**src/rsx_params.svh**
```systemverilog
// constants for the reset and exception sequencer
`ifndef RSX_PARAMS_SVH
`define RSX_PARAMS_SVH

// -----------------------------------------------------------------------------
// addresses and widths
// -----------------------------------------------------------------------------
`define RSX_ADDR_W        16
`define RSX_DATA_W        8
`define RSX_RESET_VEC_HI  16'h0000
`define RSX_RESET_VEC_LO  16'h0001
`define RSX_ZERO_ADDR     16'h0000
`define RSX_ZERO_DATA     8'h00

// -----------------------------------------------------------------------------
// condition flags word
// -----------------------------------------------------------------------------
`define RSX_CFW_RESET     8'h80
`define RSX_CFW_MASK_BIT  7

// -----------------------------------------------------------------------------
// timing
// -----------------------------------------------------------------------------
`define RSX_MIN_LOW_CYC   10
`define RSX_LOW_CNT_W     4

`endif

```
**src/rsx_pkg.sv**
```systemverilog
// types for the reset and exception sequencer
package rsx_pkg;
	// gray-coded sequencer states along the reset path
	typedef enum logic [2:0] {
		RSX_HOLD    = 3'b000,
		RSX_FETCH_H = 3'b001,
		RSX_FETCH_L = 3'b011,
		RSX_FIRST   = 3'b010,
		RSX_RUN     = 3'b110,
		RSX_IRQ     = 3'b111
	} rsx_state_t;
endpackage : rsx_pkg

```
**src/rsx_sequencer.sv**
```systemverilog
// reset and exception entry sequencer of the cpu
// limitation: the pin is seen two clocks late through the synchroniser,
// so the halt follows a falling pin by three clocks at the outputs.
// a low period shorter than the minimum is only flagged; the release
// still goes ahead, since refusing it would leave the core stuck
`timescale 1ns/1ps
`include "rsx_params.svh"

module rsx_sequencer #(
	parameter int MIN_LOW_CYC = `RSX_MIN_LOW_CYC
) (
	// clock and reset
	input  wire logic                      clk,
	input  wire logic                      reset,
	// reset pin from the external source
	input  wire logic                      chip_clear_pin_n,
	// vector read port to program memory
	output logic                           vec_rd_reg,
	output logic [`RSX_ADDR_W-1:0]         vec_addr_reg,
	input  wire logic [`RSX_DATA_W-1:0]    vec_data,
	// cpu core handshake
	input  wire logic                      insn_done,
	input  wire logic                      irq_pending,
	input  wire logic                      cfw_mask_in,
	output logic                           core_halt_reg,
	output logic                           periph_init_reg,
	output logic                           cfw_set_mask_reg,
	output logic [`RSX_DATA_W-1:0]         cfw_init_reg,
	output logic                           pc_load_reg,
	output logic [`RSX_ADDR_W-1:0]         pc_value_reg,
	output logic                           irq_accept_reg,
	output logic                           short_reset_reg
);
	import rsx_pkg::*;

	// -------------------------------------------------------------------------
	// pin synchroniser
	// -------------------------------------------------------------------------
	logic                      sync1_reg;
	logic                      sync2_reg;
	rsx_state_t                state_reg;
	rsx_state_t                state_next;
	logic [`RSX_LOW_CNT_W-1:0] low_cnt_reg;
	logic [`RSX_DATA_W-1:0]    pc_hi_reg;
	logic                      pc_hi_en;

	// two flops; only sync2 is ever read by logic
	always_ff @(posedge clk) begin
		if (reset) begin
			sync1_reg <= 1'b0;
			sync2_reg <= 1'b0;
		end else begin
			sync1_reg <= chip_clear_pin_n;
			sync2_reg <= sync1_reg;
		end
	end

	// -------------------------------------------------------------------------
	// decode
	// -------------------------------------------------------------------------
	// a low pin wins over anything else in flight
	wire pin_low    = ~sync2_reg;
	wire low_ok     = (low_cnt_reg >= MIN_LOW_CYC[`RSX_LOW_CNT_W-1:0]);
	// mask from the flags word blocks entry but leaves flags pending
	wire irq_ok     = irq_pending & ~cfw_mask_in & insn_done;
	wire in_reset   = (state_reg == RSX_HOLD);

	// length of the low period; saturates so long holds do not wrap
	always_ff @(posedge clk) begin
		if (reset) begin
			low_cnt_reg <= '0;
		end else if (pin_low) begin
			if (!low_ok)
				low_cnt_reg <= low_cnt_reg + 1'b1;
		end else if (!in_reset) begin
			low_cnt_reg <= '0;
		end
	end

	// -------------------------------------------------------------------------
	// sequencer
	// -------------------------------------------------------------------------
	// reset exits to vector fetch in the very cycle the pin is seen high
	always_comb begin
		state_next = state_reg;
		case (state_reg)
			RSX_HOLD:    state_next = RSX_FETCH_H;
			RSX_FETCH_H: state_next = RSX_FETCH_L;
			RSX_FETCH_L: state_next = RSX_FIRST;
			// no interrupt can be taken until the first insn ends
			RSX_FIRST:   state_next = insn_done ? RSX_RUN : RSX_FIRST;
			RSX_RUN:     state_next = irq_ok ? RSX_IRQ : RSX_RUN;
			RSX_IRQ:     state_next = RSX_RUN;
			default:     state_next = RSX_HOLD;
		endcase
		if (pin_low)
			state_next = RSX_HOLD;
	end

	// the high vector byte is captured from the read port only in the first fetch
	assign pc_hi_en = (state_reg == RSX_FETCH_H);

	// state register; reset parks the sequencer in the reset state
	always_ff @(posedge clk) begin
		if (reset)
			state_reg <= RSX_HOLD;
		else
			state_reg <= state_next;
	end

	// high byte of the vector captured one cycle before the low one
	always_ff @(posedge clk) begin
		if (reset)
			pc_hi_reg <= `RSX_ZERO_DATA;
		else if (pc_hi_en)
			pc_hi_reg <= vec_data;
	end

	// -------------------------------------------------------------------------
	// output decode
	// -------------------------------------------------------------------------
	// states in which the vector bytes are on the read port
	function automatic logic rsx_is_fetch(input rsx_state_t st);
		return (st == RSX_FETCH_H) || (st == RSX_FETCH_L);
	endfunction : rsx_is_fetch

	// the core runs only in the first insn and in normal flow
	wire halt_next     = (state_next != RSX_RUN) && (state_next != RSX_FIRST);
	// peripherals stay in init for the whole reset state
	wire init_next     = (state_next == RSX_HOLD);
	// mask is forced from the reset state until the pc is loaded
	wire set_mask_next = init_next || rsx_is_fetch(state_next);
	wire fetch_next    = rsx_is_fetch(state_next);
	// high byte address first, low byte on the second fetch
	wire [`RSX_ADDR_W-1:0] addr_next = (state_next == RSX_FETCH_L) ? `RSX_RESET_VEC_LO
	                                                               : `RSX_RESET_VEC_HI;
	// a pin going low in the last fetch cancels the load
	wire load_next     = (state_reg == RSX_FETCH_L) && !pin_low;
	// entry is refused while the pin is low, even with a request
	wire accept_next   = (state_reg == RSX_RUN) && irq_ok && !pin_low;
	wire release_now   = in_reset && !pin_low;

	// -------------------------------------------------------------------------
	// registered outputs
	// -------------------------------------------------------------------------
	// core and peripheral control levels
	always_ff @(posedge clk) begin
		if (reset) begin
			core_halt_reg   <= 1'b1;
			periph_init_reg <= 1'b1;
		end else begin
			core_halt_reg   <= halt_next;
			periph_init_reg <= init_next;
		end
	end

	// flags word forcing; the init word never changes, only the strobe
	always_ff @(posedge clk) begin
		if (reset) begin
			cfw_set_mask_reg <= 1'b1;
			cfw_init_reg     <= `RSX_CFW_RESET;
		end else begin
			cfw_set_mask_reg <= set_mask_next;
			cfw_init_reg     <= `RSX_CFW_RESET;
		end
	end

	// vector read port
	always_ff @(posedge clk) begin
		if (reset) begin
			vec_rd_reg   <= 1'b0;
			vec_addr_reg <= `RSX_ZERO_ADDR;
		end else begin
			vec_rd_reg   <= fetch_next;
			vec_addr_reg <= addr_next;
		end
	end

	// pc load strobe; the value is taken only on the last fetch
	always_ff @(posedge clk) begin
		if (reset) begin
			pc_load_reg  <= 1'b0;
			pc_value_reg <= `RSX_ZERO_ADDR;
		end else begin
			pc_load_reg  <= load_next;
			if (state_reg == RSX_FETCH_L)
				pc_value_reg <= {pc_hi_reg, vec_data};
		end
	end

	// interrupt entry strobe
	always_ff @(posedge clk) begin
		if (reset)
			irq_accept_reg <= 1'b0;
		else
			irq_accept_reg <= accept_next;
	end

	// diagnostic only: a short low period does not stop the release
	always_ff @(posedge clk) begin
		if (reset)
			short_reset_reg <= 1'b0;
		else if (release_now)
			short_reset_reg <= !low_ok;
	end

endmodule : rsx_sequencer

```
**config.mk**
```make
export PLATFORM = sky130hd
export DESIGN_NAME = rsx_sequencer
export DESIGN_NICKNAME = d
export VERILOG_FILES = /design/src/rsx_pkg.sv /design/src/rsx_sequencer.sv
export VERILOG_INCLUDE_DIRS = /design/src
export SDC_FILE = /design/constraint.sdc
export NUM_CORES = 1
export LEC_CHECK = 0
export BUFFER_PORTS_ARGS = -buffer_cell sky130_fd_sc_hd__buf_2
export CORE_MARGIN = 5
export CORE_UTILIZATION = 50
export CTS_CLUSTER_SIZE = 12
export DETAILED_ROUTE_END_ITERATION = 16
export PLACE_DENSITY_LB_ADDON = 0.1
export REMOVE_ABC_BUFFERS = 1
export SETUP_SLACK_MARGIN = 0.15
export SLEW_MARGIN = 20
export SYNTH_ARGS = -nofsm -noshare
export SYNTH_HDL_FRONTEND = slang
export SYNTH_SLANG_ARGS = --single-unit
export TNS_END_PERCENT = 50
```
**constraint.sdc**
```tcl
create_clock -name clk -period 2.6 [get_ports clk]
set_input_delay 0.39 -clock clk [delete_from_list [all_inputs] [get_ports clk]]
set_output_delay 0.39 -clock clk [all_outputs]
set_load 0.01 [all_outputs]
```
-- Yosys cells after proc, flatten, opt, wreduce, memory -nomap -nowiden
Cells that the tools add are included.
- divide/modulo/power cells: 0
- order comparisons: 1
- bitwise operators: 3
- reductions and logical operators: 11
- $mul: 0
- shift operators: 0
- equality and inequality tests: 11
- add/sub/neg operators: 1
- multiplexer cells: 8
- operators by type and width (kind ; count):
    $pmux 3 s6 ; 1
    $mux 4 ; 3
    $eq 3x2->1 const B ; 3
    $eq 3x1->1 const B ; 2
    $eq 3x3->1 const B ; 2
    $logic_not 3->1 ; 2
    $mux 3 ; 2
    $logic_and 1x1->1 ; 5
    $add 4x1->4 const B ; 1
    $ge 4x4->1 const B ; 1
    $ne 2x2->1 const B ; 2
    $ne 3x2->1 const B ; 1
    $ne 3x3->1 const B ; 1
    $and 1x1->1 ; 2
    $logic_or 1x1->1 ; 2
    $mux 1 ; 2
    $reduce_and 2->1 ; 1
    $logic_not 1->1 ; 1
    $not 1->1 ; 1
- ROM bits: 0
- memories: 0
- input bits: 14
- register bits after elaboration: 56
- bits in latches: 0
- output and inout port bits: 47
- logic and storage cells: 49
- bits in writable memories: 0

-- Logic depth before layout (Yosys ltp)
Gate-level depths: netlist of the first run.
- depth after elaboration: 9
- gate-level depth with buffers: 6
- gate-level depth less buffers: 5

-- Worst setup path after synthesis of the first run
Ideal clock, no wire load.
- kind: flip-flop to flip-flop
- start: register low_cnt_reg[0]
- end: register low_cnt_reg[0]
- path slack: 1.391 ns
- data required time: 2.479 ns
- path buffers: 0
- library setup time: 0.121 ns
- clock period less this slack: 1.209 ns
- stages on the path, launching flop included: 6
- data arrival time: 1.087 ns
- cell sequence: dfxtp_1 -> inv_1 -> ha_1 -> o31ai_1 -> or3_1 -> a31oi_1
- longest elaborated chain between the ends: 3
- elaborated cells on any way between the ends: 6
- those cells by class: 1 x add/sub; 1 x order compare; 1 x eq/ne; 2 x mux; 1 x reduce/logical
- ends and longest elaborated chain (element ; line ; RTL):
    from (decl) ; rsx_sequencer.sv:43 ; logic [`RSX_LOW_CNT_W-1:0] low_cnt_reg;
    from (signal assigned) ; rsx_sequencer.sv:74 ; low_cnt_reg <= low_cnt_reg + 1'b1;
    $add 4x1->4 or $ge 4x4->1 (tied branches) ; rsx_sequencer.sv:74, rsx_sequencer.sv:63 ;
    $mux 4 or $ne 2x2->1 (tied branches) ; - ;
    $mux 4 or $reduce_and 2->1 (tied branches) ; - ;
Parallel ways exist; a longest one is shown, timed or not. The select of a mux whose other input is x is not followed.
A chain may end at the register's enable or synchronous reset.

-- Worst setup path in the final report of the first run
- start: register state_reg[1]
- end: register pc_value_reg[6]
- longest elaborated chain between the ends: 1
- ends and longest elaborated chain (element ; line ; RTL):
    from (decl) ; rsx_sequencer.sv:41 ; rsx_state_t state_reg;
    from (signal assigned) ; rsx_sequencer.sv:108 ; state_reg <= state_next;
    $eq 3x2->1 ; rsx_sequencer.sv:186 ; if (state_reg == RSX_FETCH_L)
    to (signal assigned) ; rsx_sequencer.sv:183 ; pc_value_reg <= `RSX_ZERO_ADDR;
    to (signal assigned) ; rsx_sequencer.sv:187 ; pc_value_reg <= {pc_hi_reg, vec_data};
    to (decl) ; rsx_sequencer.sv:30 ; output logic [`RSX_ADDR_W-1:0] pc_value_reg,
No other way between the ends.

==> out/qor.csv, run 1 <==
metric,value,unit
hold_ws,0.230,ns
drt first pass iters,4,
initial antenna violation count,0,
Largest register FFs,16,
maximum vdd drop,0.391,mV
Post-synth EDFFs,0,
vias per inst,4.67,
status,"finished, final reports clean",
"Distinct cells, synth",36,
Reg area,821,µm²
top-area cell type share of the netlist area,46.1,%
Max Cap Violations,0,
Tcrit/Tclk final,61.5,%
first-pass GRT wire length,5.19,mm
sequential share of power,60.8,%
post-synthesis average cell area,9.67,µm²
Detail Placement HPWL,2.19,mm
cell internal pwr,0.000819,W
number of I/O port buffers,37,
dpl cell area,1850,µm²
final setup fails,0,
Post-synth top flop,dfxtp_1,
cell taking the most area after synthesis,dfxtp_1,
clock sinks,41,
Area Overhead vs Synth,7.67,%
#FFs+latches synth,41,
Peak Freq,0.626,GHz
Total Routing Usage GR,13.1,%
FP Rows,21,
Inserted Diodes,0,
Leak,0.836,nW
CTS root buffer,clkbuf_4,
flop2flop setup slack,1.00,ns
"FFs w/ async S/R, synth",0,%
Total Routed Length,3.06,mm
post-cts sizing count,0,
fin nets,234,
critical path peak fanout,16,
Clock Pin Slew Worst Setup and Hold Paths,0.11,ns
Ports,61,
Final Skew,0.00533,ns
footprint of the multi-input gates,763,µm²
worst min-delay path class,in -> reg,
CP endpoint kind,flop,
Residual DRC,0,
filler instances,318,
pin count of the biggest net entering global routing,32,
H-tree depth,2,
power density over the cells,558,nW/µm²
Vias,1237,
Routed WL per cell,11.5,µm
core area,3390,µm²
DR iter-0 viols,87,
Post-CTS Hold Buffers,0,
Critical Path RT,2.87,ns
ranking of synthesized cells by area,"dfxtp_1 (46%), buf_4 (10%), mux2i_1 (5.1%)",
die width,69.7,µm
sw power,0.000249,W
Post-Syn Area,1780,µm²
layout cell share with drive strength beyond 1,32.4,%
CP Cell Sequence,and3b_1 -> nand2_1 -> a21oi_1,
RSZ-0062 raised after global routing,false,
CP Launch Type,flop,
"Seq/Total Area, Yosys",46.1,%
Placer Congestion,0.806,
TritonCTS clock tree,built,
Overflow after GRT,0,
Max clock buf depth,2,
CTS buffer count,5,
"Clk Latency, worst-skew pair",0.34,ns
die outline height,69.7,µm
vias in the first global route,1176,
Post-DRT Antenna Nets,0,
most common library cells after synthesis,"dfxtp_1 (41), buf_4 (24), nand2_1 (24), nor2_1 (13)",
postcts setup bufs,0,
clock power share,32.9,%
CP max stage delay,0.71,ns
Ys Warns,0,
crit path kind,reg -> reg,
most common cell in the netlist,dfxtp_1,
Tightest Pin Transition,0.728,ns
Slew Limit Fails,0,
Sw Ratio,23.4,%
combinational fraction of design power,6.3,%
Final Critical Period,1.60,ns
Final Hold Fails,0,
CP arrival,1.87,ns
post-synthesis cell count,184,
initial core utilization,52.5,%
critical path's slowest cell,and3b_1,
Rel. slew slack,51.4,%
Die Area,4850,µm²
final instance area,1920,µm²
setup_tns,0,ns
[metal layers]
| layer | wire length [µm] | GRT usage (%) | share of wire [%] |
|---|---|---|---|
| met1 | 1280 | 14.8 | 42 |
| met2 | 1350 | 21.1 | 44 |
| met3 | 353 | 5.80 | 12 |
| met4 | 72 | 6.38 | 2.4 |
| met5 | 0 | 0 | 0 |
[through the flow]
stage	utilization (%)	cells	power, W	worst slack (ns)
2_1_floorplan	-	173	0.000700	1.16
3_3_place_gp	54.4	257	0.000727	1.03
3_5_place_dp	54.4	257	0.000730	0.979
4_1_cts	56.5	265	0.00108	0.969
5_1_grt	56.5	265	0.00113	0.805
6_report	56.5	265	0.00107	1.00
[logic make-up after synthesis]
logic type / after synthesis / synth area share (%)
DFF: 41 / 46.1
AOI/OAI and AO/OA: 29 / 11.2
muxes: 9 / 5.06
buffers and inverters: 35 / 15.4
and+or+nand+nor: 66 / 20.4
adders and majority gates: 2 / 1.41
other: 2 / 0.422
[power groups by stage]
stage	clock (W)	combinational (W)	sequential [W]
2_1_floorplan	0	0.0000390	0.000661
3_3_place_gp	0	0.0000648	0.000662
3_5_place_dp	0	0.0000667	0.000663
4_1_cts	0.000363	0.0000667	0.000649
5_1_grt	0.000398	0.0000765	0.000651
6_report	0.000351	0.0000675	0.000649
[worst paths after layout]
path | startpoint | to | cells after the start
max | state_reg[1] | pc_value_reg[6] | 3
min | cfw_mask_in | irq_accept_reg | 2
max reg2reg | state_reg[1] | pc_value_reg[6] | 3
min reg2reg | sync1_reg | sync2_reg | 1
[area by class of cell]
cell class | instances | area share, %
clock buffers | 7 | 3.40
clock inverters | 1 | 0.261
inverters | 3 | 0.588
multi-input cells | 129 | 39.8
flip-flops and latches | 41 | 42.8
well taps | 46 | 3.00
repair buffers | 38 | 10.1
[critical path, delay by kind of cell (launching register included)]
| kind | cells | cell delay (ns) |
|---|---|---|
| AOI/OAI and AO/OA | 1 | 0.14 |
| DFF | 1 | 0.57 |
| and+or+nand+nor | 2 | 0.82 |
[placed cells by master (no fill, tap or decap), types with 3 or more instances in the layout]
cell type and n:
dfxtp_1 41, buf_2 37, nand2_1 24, conb_1 23, nor2_1 13, nand2_2 10, a21oi_2 10, a21oi_1 9
mux2i_1 9, clkbuf_4 5, inv_1 3, o21ai_0 3, o21bai_1 3
Note: power is estimated with default switching activity, not from simulation.
==> run 2, diff against run 1 <==
Settings changed: ABC_AREA set to 1, CORE_UTILIZATION 50 to 48.
Clock period 2.6 ns to 1.7 ns, I/O delays scaled along.
==> run 2 against run 1 <==
Effect of this change:
- routed wire length increased by 0.43%
- non-clock buffer count increased by 2
- sequential share of layout area increased by 0.94 points
- highest routed layer unchanged
- critical path type unchanged
==> out/qor.csv, run 2 <==
metric,value,unit,change
most frequent cells in the layout,"nor2_1 (59), dfxtp_1 (41), buf_2 (37)",,
post-synthesis average cell area,7.83,µm²,-19%
flop2flop setup slack,0.38,ns,-0.62 ns
worst min-delay path class,in -> reg,,
number of I/O port buffers,37,,unchanged
Reg2Reg Launch Point,state_reg[2],,
"commonest non-fill, non-tap cell in the layout",nor2_1,,
die width,69.2,µm,-0.63%
wl on met1,1.36,mm,+5.8%
Vias,1353,,+9.4%
Post-synth EDFFs,0,,unchanged
pin count of the biggest net entering global routing,24,,-25%
CP endpoint kind,flop,,
Max Cap Violations,0,,unchanged
Slew Limit Fails,0,,unchanged
FP Rows,21,,unchanged
CTS root buffer,clkbuf_4,,
Post-DRT Antenna Nets,0,,unchanged
"Seq/Total Area, Yosys",48.8,%,+2.6 points
R2R Path End,pc_hi_reg[0],,
Final Util,55.7,%,-0.79 points
Detail Placement HPWL,2.29,mm,+4.6%
initial antenna violation count,0,,unchanged
CP arrival,1.56,ns,-0.31 ns
Placed Cells,294,,+14%
Residual DRC,0,,unchanged
Final Critical Period,1.32,ns,-0.277 ns
Overflow after GRT,0,,unchanged
Leak,0.938,nW,+12%
Post-synth top flop,dfxtp_1,,
Ports,61,,unchanged
RSZ-0062 raised after global routing,false,,
post-synthesis cell count,215,,+17%
Post-CTS Hold Buffers,0,,unchanged
setup_tns,0,ns,unchanged
clock sinks,41,,unchanged
Placer Congestion,0.761,,-5.6%
vias in the first global route,1226,,+4.3%
core area,3360,µm²,-0.78%
Critical Path RT,1.94,ns,-0.93 ns
cell taking the most area after synthesis,dfxtp_1,,
die outline height,69.2,µm,-0.63%
power density over the cells,847,nW/µm²,+52%
fin nets,271,,+16%
maximum vdd drop,0.504,mV,+29%
drt first pass iters,4,,unchanged
layout cell share with drive strength beyond 1,19.6,%,-13 points
Hold Path Sink,sync1_reg,,
hold path start,chip_clear_pin_n,,
Largest register FFs,16,,unchanged
footprint of the multi-input gates,663,µm²,-13%
"Clk Latency, worst-skew pair",0.34,ns,about the same
Max clock buf depth,2,,unchanged
Inserted Diodes,0,,unchanged
postcts setup bufs,0,,unchanged
post-cts sizing count,0,,unchanged
initial core utilization,50.0,%,-2.5 points
Post-Syn Area,1680,µm²,-5.4%
top routing layer in use,met4,,
critical path peak fanout,10,,-6
first-pass GRT wire length,5.18,mm,-0.13%
Routed WL per cell,10.2,µm,-12%
Area Overhead vs Synth,11.4,%,
"FFs w/ async S/R, synth",0,%,unchanged
final instance area,1870,µm²,-2.2%
Final Hold Fails,0,,unchanged
Met2 Wirelength,1.37,mm,+1.3%
Peak Freq,0.757,GHz,+21%
met3 WL post-DR,292,µm,-17%
most common library cells after synthesis,"nor2_1 (59), dfxtp_1 (41), buf_4 (23), o21ai_0 (22), inv_1 (16)",,
TritonCTS clock tree,built,,
CP Launch Type,flop,,
crit path kind,reg -> reg,,
final setup fails,0,,unchanged
#FFs+latches synth,41,,unchanged
Reg2Reg Depth,5,,+2
Total Routing Usage GR,13.3,%,+0.15 points
Clock Pin Slew Worst Setup and Hold Paths,0.10,ns,about the same
"Distinct cells, synth",22,,-39%
Total Routed Length,3.07,mm,+0.43%
ranking of synthesized cells by area,"dfxtp_1 (49%), nor2_1 (13%), buf_4 (10%)",,
status,"finished, final reports clean",,
Ys Warns,0,,unchanged
Die Area,4790,µm²,-1.3%
most common cell in the netlist,nor2_1,,
Tcrit/Tclk final,77.7,%,+16 points
vias per inst,4.50,,-3.7%
Reg area,821,µm²,unchanged
filler instances,333,,+4.7%
hold path depth,3,,+1
Final Skew,0.00627,ns,+0.000935 ns
DR iter-0 viols,38,,-56%
dpl cell area,1820,µm²,-1.4%
top-area cell type share of the netlist area,48.8,%,+2.6 points
H-tree depth,2,,unchanged
final cell count without fillers,301,,+14%
CTS buffer count,5,,unchanged
[run 2: cell count changes in the layout (fill, tap and decap cells not counted), moves of 3 or more]
cell and change:
nand3_1 +10, mux2i_1 -9, o21ai_0 +19, nor2_1 +46, o21ai_1 +5, nand2_2 -10, nand2_1 -11, inv_1 +13
o21bai_1 -3, a21oi_2 -10
[run 2: worst max-delay path by stage]
| stage | startpoint | slack (ns) | endpoint |
|---|---|---|---|
| after CTS | state_reg[2] | 0.38 | pc_hi_reg[0] |
| after floorplan | state_reg[1] | 0.45 | pc_value_reg[0] |
| after detailed placement | state_reg[2] | 0.38 | pc_hi_reg[0] |
| after global routing | state_reg[2] | 0.24 | pc_hi_reg[2] |
| final | state_reg[2] | 0.38 | pc_hi_reg[0] |
| after global placement | state_reg[2] | 0.41 | core_halt_reg |
[run 2: logic make-up (layout without fill, tap and decap cells)]
family,after synthesis,after routing,synth area share [%]
buf+inv,46,65,16.5
fa+ha+maj,2,2,1.49
compound gates,35,35,10.6
simple gates,89,89,22.2
other cells,2,23,0.446
flops,41,41,48.8
[run 2: metal layers]
layer	vias to the layer above	track usage, %
met5	-	0
met4	0	5.86
met3	6	5.51
met2	53	21.0
met1	584	15.7
li1	710	-
[run 2: area by class of cell]
cell class | count | area share [%]
repair buffers | 40 | 11.1
clock buffers | 7 | 2.94
multi-input cells | 149 | 35.4
inverters | 18 | 3.74
flip-flops and latches | 41 | 43.8
well taps | 46 | 3.07
[run 2: critical path, cell delays in order, from the launching register on]
cell and delay (ns):
dfxtp_1 0.48, nor2_1 0.12, nand2_1 0.25, inv_1 0.21
nor2_1 0.12, nor2_1 0.05
[run 2: metrics by stage]
step / total power [W] / setup WS, ns / hold slack, ns
after global placement: 0.00113 / 0.410 / 0.409
after floorplan: 0.00109 / 0.451 / 0.324
final: 0.00159 / 0.378 / 0.112
after detailed placement: 0.00113 / 0.384 / 0.408
after global routing: 0.00168 / 0.239 / 0.0863
after CTS: 0.00161 / 0.376 / 0.0931
[run 2: where the power goes]
| part | switching, W | leakage (nW) | internal [W] | total, W |
|---|---|---|---|---|
| Sequential | 0.0000134 | 0.332 | 0.000980 | 0.000993 |
| Combinational | 0.0000790 | 0.575 | 0.0000396 | 0.000119 |
| Clock | 0.000280 | 0.0314 | 0.000195 | 0.000476 |
==> run 3, diff against run 2 <==
Settings changed: CORE_UTILIZATION 48 to 44.
Clock period 1.7 ns to 1.21 ns, I/O delays scaled along.
==> run 3 against run 2 <==
Effect of this change:
- the flow now finishes with violations (setup timing)
- sequential share of layout area is 4.3 points lower
- combinational power is 73% higher
- register-to-register slack worse by 0.38 ns
- critical path depth is 1 higher
- sequential power is 41% higher
- cell count is 4.7% higher
==> out/qor.csv, run 3 (synthesis results as in run 2) <==
metric,value,unit,change
Final Critical Period,1.21,ns,-0.111 ns
footprint of the multi-input gates,731,µm²,+10%
CTS root buffer,clkbuf_8,,
most frequent cells in the layout,"nor2_1 (58), buf_2 (37), dfxtp_1 (36)",,
Clock Pin Slew Worst Setup and Hold Paths,0.07,ns,-0.03 ns
Max clock buf depth,2,,unchanged
Largest register FFs,16,,unchanged
vias per inst,4.47,,-0.49%
RSZ-0062 raised after global routing,true,,
number of I/O port buffers,37,,unchanged
final instance area,2100,µm²,+12%
H-tree depth,2,,unchanged
Inserted Diodes,0,,unchanged
layout cell share with drive strength beyond 1,31.5,%,+12 points
filler instances,376,,+13%
Residual DRC,0,,unchanged
clock sinks,41,,unchanged
CP arrival,1.44,ns,-0.12 ns
TritonCTS clock tree,built,,
Total Power,0.00257,W,+62%
Placed Cells,303,,+3.1%
Overflow after GRT,0,,unchanged
status,"complete, but fails checks",,
"Clk Latency, worst-skew pair",0.29,ns,-0.05 ns
hold_ws,0.0964,ns,-0.0156 ns
final setup fails,1,,+1
CTS buffer count,5,,unchanged
Slew Limit Fails,0,,unchanged
Total Routed Length,3.54,mm,+15%
CP endpoint kind,flop,,
fin nets,282,,+4.1%
setup slack after layout,-0.000169,ns,-0.379 ns
drt first pass iters,4,,unchanged
Tcrit/Tclk final,100,%,+22 points
Placer Congestion,0.865,,+14%
CP Launch Type,flop,,
dpl cell area,1870,µm²,+3.0%
maximum vdd drop,0.729,mV,+45%
first-pass GRT wire length,5.53,mm,+6.7%
Post-DRT Antenna Nets,0,,unchanged
Vias,1409,,+4.1%
initial core utilization,45.6,%,-4.4 points
Area Overhead vs Synth,25.1,%,
Peak Freq,0.826,GHz,+9.2%
Final Hold Fails,0,,unchanged
initial antenna violation count,0,,unchanged
FP Rows,22,,+4.8%
die outline height,71.8,µm,+3.8%
Routed WL per cell,11.2,µm,+10%
Leak,1.03,nW,+9.8%
power density over the cells,1220,nW/µm²,+44%
"commonest non-fill, non-tap cell in the layout",nor2_1,,
Detail Placement HPWL,2.39,mm,+4.3%
Reg area,832,µm²,+1.4%
vias in the first global route,1251,,+2.0%
core area,3690,µm²,+9.7%
Ports,61,,unchanged
final cell count without fillers,315,,+4.7%
Die Area,5160,µm²,+7.8%
worst min-delay path class,in -> reg,,
pin count of the biggest net entering global routing,25,,+4.2%
crit path kind,reg -> reg,,
Max Cap Violations,0,,unchanged
Post-CTS Hold Buffers,0,,unchanged
failing checks,setup timing,,
Final Skew,0.00974,ns,+0.00347 ns
Total Routing Usage GR,13.5,%,+0.25 points
die width,71.8,µm,+3.8%
critical path peak fanout,7,,-3
Critical Path RT,1.44,ns,-0.50 ns
DR iter-0 viols,97,,+160%
-- run 3: changes by cell type in the layout (fill, tap and decap cells not counted), moves of 3 or more --
cell      previous run  this run
buf_4                3        11
clkbuf_4             5         0
clkbuf_8             1         7
dfxtp_1             41        36
dfxtp_2              0         3
inv_1               16        12
inv_2                1         4
nand3_1             11         8
nand3_2              0         3
o21ai_0             22        13
o21ai_1              5        10
o21ai_2              0         4
-- run 3: per-layer routing --
layer / up-vias / track usage [%] / routed length, µm
met2: 62 / 21.6 / 1730
met5: - / 0 / 0
met1: 604 / 16.4 / 1450
li1: 736 / - / -
met3: 7 / 5.05 / 322
met4: 0 / 5.43 / 42
-- run 3: critical path, stage by stage, from the launching register on --
cell	delay, ns
dfxtp_4	0.36
inv_4	0.04
nor3_4	0.27
buf_4	0.18
buf_6	0.13
o21ai_0	0.08
nor2_1	0.10
-- run 3: final timing paths --
kind                                  startpoint               to  slack (ns)  cells past startpoint
worst max-delay path                state_reg[0]  pc_value_reg[8]     -0.0002                      6
worst max register to register      state_reg[0]  pc_value_reg[8]     -0.0002                      6
worst min register to register         sync1_reg        sync2_reg        0.41                      2
worst min-delay path            chip_clear_pin_n        sync1_reg         0.1                      3
-- run 3: cell type report --
type | count | share of cell area (%)
sequential | 41 | 39.5
multi-input combinational | 149 | 34.7
timing repair buffer | 51 | 14.5
clock buffer | 7 | 4.58
inverter | 18 | 3.57
tap | 48 | 2.85
clock inverter | 1 | 0.238
-- run 3: power breakdown --
| part | switching, W | leakage (nW) | total (W) | internal, W |
|---|---|---|---|---|
| clock | 0.000447 | 0.0542 | 0.000962 | 0.000515 |
| combinational | 0.000130 | 0.641 | 0.000206 | 0.0000762 |
| sequential | 0.0000226 | 0.335 | 0.00140 | 0.00138 |
| total | 0.000600 | 1.03 | 0.00257 | 0.00197 |
-- run 3: timing repair --
action                     in CTS  in global routing
cloned                          0                  1
gates resized for setup         9                 34
pin swaps                       2                  7
setup endpoints to repair      30                 35
setup buffers                   0                  3
-- run 3: through the flow --
step | worst slack (ns) | TNS [ns] | utilization, %
after floorplan | -0.0393 | -0.609 | -
after global placement | 0.0543 | 0 | 50.8
after global routing | -0.0684 | -0.591 | 57.1
final | -0.000169 | -0.000169 | 57.1
after CTS | 0.0482 | 0 | 54.1
after detailed placement | 0.0177 | 0 | 50.8
